### src/include/kis_pkg.sv
// kis_pkg: shared constants and types of the keypad interrupt status block
// assumes: an 8-bit register port and a 5-bit rate field in the low bits
package kis_pkg;
   // register address and field layout
   localparam logic [7:0] KIS_INT_REG_ADDR = 8'h03;
   localparam int KIS_STAT_BIT = 7;
   localparam int KIS_ALERT_BIT = 6;
   localparam int KIS_KEY_BIT = 5;
   localparam int KIS_RATE_W = 5;
   localparam int KIS_RATE_LSB = 0;
   // reset values, port-mode rate code and rate step
   localparam logic [KIS_RATE_W-1:0] KIS_RATE_RST = 5'h00;
   localparam logic [KIS_RATE_W-1:0] KIS_RATE_GPO = 5'h00;
   localparam logic [KIS_RATE_W-1:0] KIS_RATE_ONE = 5'h01;
   localparam logic [7:0] KIS_RDATA_RST = 8'h00;

   // pending interrupt causes
   typedef struct packed {
      logic alert;
      logic key;
   } kis_cause_s;

   // register port request
   typedef struct packed {
      logic wr;
      logic rd;
      logic [7:0] addr;
      logic [7:0] wdata;
   } kis_req_s;
endpackage

### src/core/kis_sync3.sv
// kis_sync3: three-flop synchroniser with agreement filter for a pin input
// assumes: the input is asynchronous to clk_i; output is a clean level
`timescale 1ns/1ps
`default_nettype none
module kis_sync3 #(
   parameter logic RST_VAL = 1'b1
) (
   // clock, reset, enable
   input wire logic clk_i,
   input wire logic rst_i,
   input wire logic ce_i,
   // pin side
   input wire logic pin_i,
   // filtered level
   output logic level_o
);
   logic s1_r, s2_r, s3_r, lvl_r;
   logic s1_nxt, s2_nxt, s3_nxt, lvl_nxt;

   // shift chain; level moves only when stages two and three agree
   always_comb
   begin
      s1_nxt = pin_i;
      s2_nxt = s1_r;
      s3_nxt = s2_r;
      lvl_nxt = (s2_r == s3_r) ? s3_r : lvl_r;
   end

   // registers
   always_ff @(posedge clk_i)
   begin
      if (rst_i)
      begin
         s1_r <= RST_VAL;
         s2_r <= RST_VAL;
         s3_r <= RST_VAL;
         lvl_r <= RST_VAL;
      end
      else if (ce_i)
      begin
         s1_r <= s1_nxt;
         s2_r <= s2_nxt;
         s3_r <= s3_nxt;
         lvl_r <= lvl_nxt;
      end
   end

   assign level_o = lvl_r;
endmodule // kis_sync3
`default_nettype wire

### src/core/kis_top.sv
// kis_top: interrupt status, rate control and interrupt pin of a keypad scanner
// assumes: debounce, key fifo and configuration logic share clk_i; debounce feeds pulses, fifo and configuration feed levels
//
// Notes on behaviour
// - top status bit shows interrupt asserted
// - alert and key flags report cause, both
// - rate zero: pin is general-purpose output
// - pin mode still updates flags every cycle
// - key interrupt every Nth cycle if new
// - status bits read-only, writes ignored
// - read clears alert, keeps key interrupt
// - key interrupt clears when fifo empties
// - enabled alert falling edge raises interrupt
// - alert timing bit: immediate or scan timing
`timescale 1ns/1ps
`default_nettype none
module kis_top
(
   // clock, reset, enable
   input wire logic clk_i,
   input wire logic rst_i,
   input wire logic ce_i,
   // register port
   input wire kis_pkg::kis_req_s req_i,
   output logic [7:0] rdata_o,
   // key scan side
   input wire logic dbc_end_i,
   input wire logic key_new_i,
   input wire logic fifo_empty_i,
   // configuration and ports register bits
   input wire logic alert_int_en_i,
   input wire logic alert_int_now_i,
   input wire logic gpo_level_i,
   // alert pin
   input wire logic alert_pin_i,
   // interrupt pin, open drain
   output logic int_pin_o,
   output logic int_oe_o
);
   import kis_pkg::*;

   logic alert_lvl;
   logic alert_lvl_r, alert_lvl_nxt;
   logic fifo_empty_q_r, fifo_empty_q_nxt;
   logic [KIS_RATE_W-1:0] rate_r, rate_nxt;
   logic [KIS_RATE_W-1:0] cnt_r, cnt_nxt;
   logic [KIS_RATE_W-1:0] eff_m1;
   kis_cause_s flag_r, flag_nxt;
   kis_cause_s pend_r, pend_nxt;
   logic [7:0] rdata_r, rdata_nxt;
   logic oe_r, oe_nxt;
   logic hit, alert_fall, fifo_rise, boundary, key_set, alert_set;

   // alert pin synchroniser
   kis_sync3 #(.RST_VAL(1'b1)) u_alert_sync (
      .clk_i(clk_i),
      .rst_i(rst_i),
      .ce_i(ce_i),
      .pin_i(alert_pin_i),
      .level_o(alert_lvl)
   );

   // event decode
   always_comb
   begin
      hit = (req_i.addr == KIS_INT_REG_ADDR);
      alert_fall = alert_lvl_r && !alert_lvl;
      fifo_rise = fifo_empty_i && !fifo_empty_q_r;
      eff_m1 = ((rate_r == KIS_RATE_GPO) ? KIS_RATE_ONE : rate_r) - KIS_RATE_ONE;
      boundary = dbc_end_i && (cnt_r >= eff_m1);
      key_set = boundary && (pend_r.key || key_new_i);
      // enabled edge, now or at boundary
      alert_set = (alert_fall && alert_int_en_i && alert_int_now_i)
                  || (boundary && (pend_r.alert
                      || (alert_fall && alert_int_en_i)));
   end

   // next state of counters, flags and pin
   always_comb
   begin
      alert_lvl_nxt = alert_lvl;
      fifo_empty_q_nxt = fifo_empty_i;
      rate_nxt = rate_r;
      cnt_nxt = cnt_r;
      pend_nxt = pend_r;
      flag_nxt = flag_r;
      rdata_nxt = rdata_r;
      // only the rate field is writable
      // status bits ignore writes
      if (req_i.wr && hit)
         rate_nxt = req_i.wdata[KIS_RATE_LSB +: KIS_RATE_W];
      // debounce cycle counter
      if (dbc_end_i)
         cnt_nxt = boundary ? '0 : cnt_r + KIS_RATE_ONE;
      // collect causes within an interval
      if (boundary)
         pend_nxt.key = 1'b0;
      else if (key_new_i && dbc_end_i)
         pend_nxt.key = 1'b1;
      if (boundary)
         pend_nxt.alert = 1'b0;
      else if (alert_fall && alert_int_en_i && !alert_int_now_i)
         pend_nxt.alert = 1'b1;
      // key flag cleared by fifo empty
      if (fifo_rise)
         flag_nxt.key = 1'b0;
      if (key_set)
         flag_nxt.key = 1'b1;
      if (req_i.rd && hit)
         flag_nxt.alert = 1'b0;
      if (alert_set)
         flag_nxt.alert = 1'b1;
      if (req_i.rd)
         rdata_nxt = hit ? {flag_r.alert || flag_r.key, flag_r.alert, flag_r.key, rate_r}
                         : KIS_RDATA_RST;
      // pin drive low or port level
      if (rate_r == KIS_RATE_GPO)
         oe_nxt = !gpo_level_i;
      else
         oe_nxt = flag_r.alert || flag_r.key;
   end

   // registers
   always_ff @(posedge clk_i)
   begin
      if (rst_i)
      begin
         alert_lvl_r <= 1'b1;
         fifo_empty_q_r <= 1'b1;
         rate_r <= KIS_RATE_RST;
         cnt_r <= '0;
         pend_r <= '0;
         flag_r <= '0;
         rdata_r <= KIS_RDATA_RST;
         oe_r <= 1'b0;
      end
      else if (ce_i)
      begin
         alert_lvl_r <= alert_lvl_nxt;
         fifo_empty_q_r <= fifo_empty_q_nxt;
         rate_r <= rate_nxt;
         cnt_r <= cnt_nxt;
         pend_r <= pend_nxt;
         flag_r <= flag_nxt;
         rdata_r <= rdata_nxt;
         oe_r <= oe_nxt;
      end
   end

   // outputs; pin value is always low, enable does the signalling
   assign rdata_o = rdata_r;
   assign int_oe_o = oe_r;
   always_ff @(posedge clk_i)
   begin
      int_pin_o <= 1'b0;
   end

   // status bit follows the two flags on a read
   AST_STAT_BIT: assert property (@(posedge clk_i) disable iff (rst_i)
      (ce_i && req_i.rd && hit) |=> rdata_o[KIS_STAT_BIT] == $past(flag_r.alert || flag_r.key))
      else $error("status bit wrong after read");
   // cause bits match flags
   AST_CAUSE: assert property (@(posedge clk_i) disable iff (rst_i)
      (ce_i && req_i.rd && hit) |=> (rdata_o[KIS_ALERT_BIT] == $past(flag_r.alert))
         && (rdata_o[KIS_KEY_BIT] == $past(flag_r.key)))
      else $error("cause bits wrong after read");
   // port mode drives the port level
   AST_GPO_PIN: assert property (@(posedge clk_i) disable iff (rst_i)
      (ce_i && rate_r == KIS_RATE_GPO) |=> int_oe_o == !$past(gpo_level_i))
      else $error("pin mode does not follow port bit");
   // port mode updates flags every cycle
   AST_GPO_FLAGS: assert property (@(posedge clk_i) disable iff (rst_i)
      (ce_i && rate_r == KIS_RATE_GPO && dbc_end_i && key_new_i) |=> flag_r.key)
      else $error("key flag missed in pin mode");
   // no key flag off the interval boundary
   AST_RATE_GATE: assert property (@(posedge clk_i) disable iff (rst_i)
      (ce_i && !flag_r.key && !boundary) |=> !flag_r.key)
      else $error("key flag set off boundary");
   // write leaves status flags alone
   AST_RO_BITS: assert property (@(posedge clk_i) disable iff (rst_i)
      (ce_i && req_i.wr && hit && !req_i.rd && !alert_set && !key_set && !fifo_rise)
         |=> (flag_r == $past(flag_r)) && (rate_r == $past(req_i.wdata[4:0])))
      else $error("write disturbed status flags");
   // read clears alert, keeps key
   AST_READ_CLR: assert property (@(posedge clk_i) disable iff (rst_i)
      (ce_i && req_i.rd && hit && !alert_set && !fifo_rise)
         |=> !flag_r.alert && (flag_r.key == $past(flag_r.key || key_set)))
      else $error("read clear wrong");
   // fifo empty clears key flag
   AST_FIFO_CLR: assert property (@(posedge clk_i) disable iff (rst_i)
      (ce_i && fifo_rise && !key_set) |=> !flag_r.key)
      else $error("key flag kept after fifo empty");
   // disabled alert raises nothing
   AST_ALERT_EN: assert property (@(posedge clk_i) disable iff (rst_i)
      (ce_i && !alert_int_en_i && !pend_r.alert && !flag_r.alert) |=> !flag_r.alert)
      else $error("alert flag without enable");
   // immediate alert sets flag next cycle
   AST_ALERT_NOW: assert property (@(posedge clk_i) disable iff (rst_i)
      (ce_i && alert_fall && alert_int_en_i && alert_int_now_i) |=> flag_r.alert)
      else $error("immediate alert missed");
   // pin enable follows the alert and key flags outside port mode
   AST_PIN_LOW: assert property (@(posedge clk_i) disable iff (rst_i)
      (ce_i && rate_r != KIS_RATE_GPO) |=> int_oe_o == $past(flag_r.alert || flag_r.key))
      else $error("pin enable does not follow flags");
   // key flag survives everything but a fifo empty edge
   AST_KEY_HOLD: assert property (@(posedge clk_i) disable iff (rst_i)
      (ce_i && flag_r.key && !fifo_rise) |=> flag_r.key)
      else $error("key flag lost without fifo empty");
   // alert flag survives until a read of the register
   AST_ALERT_HOLD: assert property (@(posedge clk_i) disable iff (rst_i)
      (ce_i && flag_r.alert && !(req_i.rd && hit)) |=> flag_r.alert)
      else $error("alert flag lost without read");
   // enable low freezes flags, rate, read data and pin
   AST_CE_HOLD: assert property (@(posedge clk_i) disable iff (rst_i)
      !ce_i |=> (flag_r == $past(flag_r)) && (rate_r == $past(rate_r))
         && (rdata_o == $past(rdata_o)) && (int_oe_o == $past(int_oe_o)))
      else $error("state moved while enable low");
endmodule // kis_top
`default_nettype wire

### config.mk
export PLATFORM = sky130hd
export DESIGN_NAME = kis_top
export DESIGN_NICKNAME = d
export VERILOG_FILES = /design/src/include/kis_pkg.sv /design/src/core/kis_sync3.sv /design/src/core/kis_top.sv
export SDC_FILE = /design/constraint.sdc
export NUM_CORES = 1
export LEC_CHECK = 0
export ABC_AREA = 1
export CORE_MARGIN = 1
export CORE_UTILIZATION = 49
export CTS_CLUSTER_SIZE = 28
export DETAILED_ROUTE_END_ITERATION = 16
export DONT_BUFFER_PORTS = 1
export GPL_TIMING_DRIVEN = 0
export PLACE_DENSITY = 0.65
export SETUP_SLACK_MARGIN = 0.15
export SLEW_MARGIN = 20
export SYNTH_ARGS = -nofsm -noshare
export SYNTH_HDL_FRONTEND = slang
export SYNTH_HIERARCHICAL = 1
export SYNTH_SLANG_ARGS = --single-unit
### constraint.sdc
create_clock -name clk_i -period 1.9 [get_ports clk_i]
set_input_delay 0.38 -clock clk_i [delete_from_list [all_inputs] [get_ports clk_i]]
set_output_delay 0.38 -clock clk_i [all_outputs]
set_load 0.05 [all_outputs]
; ---- Yosys cells after proc, flatten, opt, wreduce, memory -nomap -nowiden
; Cells that the tools add are included.
; W data, S select, Z words.
[word_totals]
ff_bits = 29
out_inout_bits = 10
input_bits = 28
elab_cells = 63
[op_classes]
order_cmp = 1
n_reduce_logical = 32
eq_ne = 2
mux = 12
addsub = 2
[ops]
columns = operator, count
row1 = $reduce_and A2 Y1, 8
row2 = $logic_and A1 B1 Y1, 11
row3 = $mux W5, 2
row4 = $mux W1, 9
row5 = $eq A8 B2 Y1 const B, 1
row6 = $mux W8, 1
row7 = $reduce_bool A2 Y1, 4
row8 = $add A5 B1 Y5 const B, 1
row9 = $ge A5 B5 Y1, 1
row10 = $logic_not A5 Y1, 1
row11 = $sub A5 B1 Y5 const B, 1
row12 = $logic_not A1 Y1, 4
row13 = $logic_or A1 B1 Y1, 4
row14 = $eq A1 B1 Y1, 1

; ---- Depth between registers and ports, before layout
[depth]
word_depth = 9
mapped_depth = 16
depth_no_buf = 16

; ---- Cells and area by module
; Netlist, hierarchy kept.
[by_module_without_submodules]
columns = mod, cells_each, instances, area_each_um2, seq_area_each_um2
row1 = kis_top, 164, 1, 1241.2, 500.5
row2 = kis_sync3, 22, 1, 165.2, 80.1

; ---- Worst setup path before layout
; No wires, ideal clock.
[synth_path]
kind = register to register
from = register rate_r[2]
to = register cnt_r[1]
path_buffers = 0
setup_slack_ns = -0.112
t_required_ns = 1.830
period_less_slack_ns = 2.012
path_stages_with_launch = 16
t_arrival_ns = 1.942
setup_ns = 0.070
path_cell_list = dfxtp_1 -> nor2_1 -> nand4_1 -> nand2_1 -> inv_1 -> ha_1 -> nand2_1 -> xor2_1 -> ha_1 -> nand2_1 -> inv_1 -> nand2_1 -> nand3_1 -> nor2_1 -> nand2_1 -> a21oi_1
[synth_between]
elab_chain_len = 6
[synth_lines]
columns = element, line
row1 = start: declaration, kis_top.sv:45  ; logic [KIS_RATE_W-1:0] rate_r, rate_nxt;
row2 = start signal: assignment, kis_top.sv:141  ; rate_r <= rate_nxt;
row3 = $logic_not A5 Y1, kis_top.sv:69  ; eff_m1 = ((rate_r == KIS_RATE_GPO) ? KIS_RATE_ONE : rate_r) - KIS_RATE_ONE;
row4 = $mux W5 (*), kis_top.sv:69
row5 = $sub A5 B1 Y5 (*), kis_top.sv:69
row6 = $ge A5 B5 Y1 (*), kis_top.sv:70  ; boundary = dbc_end_i && (cnt_r >= eff_m1);
row7 = $logic_and A1 B1 Y1 (*), kis_top.sv:70
row8 = $mux W5 (*), kis_top.sv:94  ; cnt_nxt = boundary ? '0 : cnt_r + KIS_RATE_ONE;
row9 = end signal: assignment, kis_top.sv:142  ; cnt_r <= cnt_nxt;
row10 = end: declaration, kis_top.sv:46  ; logic [KIS_RATE_W-1:0] cnt_r, cnt_nxt;
; Mark *: on every way between the ends. The rest lies on a longest branch, timed or not.
; A chain may end at the register's enable or synchronous reset.

; ---- Worst setup path after layout
[layout_path]
from = register rate_r[3]
to = register oe_r, in the netlist int_oe_o
[layout_between]
elab_chain_len = 2
[layout_lines]
columns = element, line
row1 = $logic_not A5 Y1, kis_top.sv:117  ; if (rate_r == KIS_RATE_GPO)
row2 = $mux W1, kis_top.sv:117
row3 = end signal: assignment, kis_top.sv:146  ; oe_r <= oe_nxt;
row4 = end: declaration, kis_top.sv:51  ; logic oe_r, oe_nxt;
; Every way passes these cells.

==> metrics.txt <==
status complete, but fails checks; failing checks setup timing; # IOs 38; area grow syn2layout 25.8%; top cells by count, synth nand2_1, dfxtp_1, a21oi_1, inv_1, nor2_1; skew final 0.00873 ns; Fmax 478 MHz; crit path DAT 2.34 ns; hold_sp rst_i; H-tree depth 2; root buffer cell clkbuf_4; Die Height 55.6 µm; Sink Count 29; final count of pins violating max slew 0; r2r worst-path depth 17; largest cells by area after synthesis dfxtp_1, nand2_1, a21oi_1; period utilization 110%; Seq/Total Area, Yosys 41.3%; routed vias 1274; critical path capture point type flop; PnR worst setup slack -0.194 ns; crit path max fanout 2; Layout Cells excl Fill 247; max_slew headroom 66.0%; vias in the first global route 1245; largest net degree at the start of global routing 11; fin util 64.7%; Worst R2R Start rate_r[3]; Detail Route Antenna Nets 0; Die X 55.6 µm; synthesized area per cell 7.56 µm²; antenna violations before repair 0; Max Cap Viol 0; CP startpoint kind flop; min Tclk post-route 2.09 ns; largest area contributor in the netlist dfxtp_1; Post-Place Cells 217; later-pin clock latency in the skew report 0.34 ns; IR drop worst, VDD 0.574 mV; Num CTS Buffers 5; Site Rows 19; Worst-path clk slew 0.10 ns; drt drc 0; Largest stage delay, worst path 0.35 ns; top-count cell post-synth nand2_1; hpwl dp 2.06 mm; Routed WL 3.21 mm; Main synth FF type dfxtp_1; WL per Instance 13.0 µm; Initial Utilization 51.4%; P_leak 0.000799 µW; synth warn 6; initial drt markers 49; worst slew pin tran 0.509 ns; Antenna Cells 0; post-synth top area share 41.3%; pwr dens 608 nW/µm²; Mapped Cells 186; Hold Path Depth 1; post-synthesis register bit count 29; GRT Residual Overflow 0; Final Hold Fails 0; Worst path top cell family by delay buffers and inverters; slowest CP cell dfxtp_2; WS Path Type reg -> reg; hold crit path type in -> reg; unique cell type count in the Yosys netlist 27; r2r endpoint int_oe_o; Most Frequent Cell on Critical Path buf_6; gr usage total 22.0%; RSZ-0062 raised after global routing true; EDFF count, synth 0; layout cells sized above 1 31.0%; Mapped Area 1410 µm²; Post-Syn Nets 221; CTS Hold Bufs 0; CTS tree done; first-pass GRT wire length 5.30 mm; crit path cell chain nor2_4 -> nand4_1 -> buf_4 -> buf_6 -> buf_6 -> buf_6 -> buf_6 -> buf_6 -> buf_6 -> buf_6 -> buf_6 -> buf_6 -> buf_6 -> nand2_2 -> nand2_1 -> o21ai_1 -> inv_1; setup tns final -1.48 ns; GP Congestion 0.808; Crit path required time 2.15 ns; via density per instance 5.16; flop-to-flop setup slack -0.19 ns; hold endpoint flag_r[1]; setup violators final 10; Clock Tree Buf Depth 2; IO buf count 0; CP bufs+invs 12; core area 2730 µm²; Pre-Repair DR Iteration Count 6; nets 250; Async S/R FF share, synth 0%; die area 3090 µm²
## final cells by class
class | count | area [µm²]
well taps | 31 | 38.8
plain buffers | 3 | 18.8
clock inverters | 2 | 10.0
repair buffers | 22 | 203
clock buffers | 6 | 41.3
multi-input cells | 132 | 778
inverters | 22 | 85.1
flip-flops and latches | 29 | 594
fillers | 245 | 965
## where the power goes
group	switching, µW	internal [µW]	leakage (µW)
registers	12.6	615	0.000239
logic	53.3	28.2	0.000528
clock network	226	141	0.0000320
total	292	784	0.000799
## placed cells by master (no fill, tap or decap), types with 2 or more instances in the layout
cell type / n
a21oi_1: 16
a21oi_2: 3
buf_4: 14
buf_6: 10
clkbuf_1: 2
clkbuf_4: 5
clkinv_2: 2
dfxtp_1: 24
dfxtp_2: 2
dfxtp_4: 3
ha_1: 6
inv_1: 13
inv_2: 7
nand2_1: 37
nand2_2: 8
nand3_1: 13
nand3_2: 3
nand4_1: 4
nor2_1: 13
nor2_2: 4
o211ai_1: 2
o21ai_0: 3
o21ai_1: 6
xor2_1: 4
## registers in the layout, indices dropped and copies added, names as in the netlist
name	cells
u_alert_sync/s3_r	1
pend_r	2
rdata_o	8
rate_r	5
cnt_r	5
u_alert_sync/level_o	1
fifo_empty_q_r	1
u_alert_sync/s2_r	1
int_oe_o	1
u_alert_sync/s1_r	1
flag_r	2
alert_lvl_r	1
## stage by stage
step / hold slack, ns / worst slack [ns] / power, µW / area (µm²)
floorplan: 0.424 / 0.000624 / 707 / 1430
global placement: 0.435 / -0.232 / 718 / 1470
detailed placement: 0.452 / -0.266 / 721 / 1470
CTS: 0.0954 / -0.197 / 1070 / 1680
global route: 0.0716 / -0.333 / 1120 / 1770
finish: 0.0859 / -0.194 / 1080 / 1770
## logic make-up after synthesis
| family | after synthesis | share of synthesized area (%) |
|---|---|---|
| simple gates | 88 | 30.2 |
| compound gates | 31 | 11.7 |
| flops | 29 | 41.3 |
| buf+inv | 25 | 7.21 |
| fa+ha+maj | 7 | 6.23 |
| xor+xnor | 5 | 3.11 |
| other cells | 1 | 0.267 |
## what timing repair did
item | in CTS | in global routing
setup buffers | 14 | 8
resized for setup | 15 | 10
pin swaps | 15 | 10
setup endpoints to repair | 9 | 10
## how the worst max path moves through the flow
stage | startpoint | to | slack [ns] | depth (start not counted)
3_5_place_dp | rate_r[2] | cnt_r[1] | -0.27 | 15
5_1_grt | rate_r[0] | flag_r[1] | -0.33 | 16
2_1_floorplan | rate_r[3] | flag_r[1] | 0.0006 | 16
3_3_place_gp | rate_r[2] | flag_r[1] | -0.23 | 16
4_1_cts | rate_r[2] | cnt_r[1] | -0.20 | 15
6_report | rate_r[3] | int_oe_o | -0.19 | 17
## per-layer routing
metal / track usage [%] / routed length, µm / vias up / part of all wire, %
met5: 0 / 0 / - / 0
met4: 8.57 / 60 / 0 / 1.9
met3: 6.98 / 184 / 7 / 5.7
met2: 38.0 / 1610 / 37 / 50
met1: 25.2 / 1360 / 570 / 42
li1: - / - / 660 / -
No activity file was read; power rests on OpenSTA's default activity.
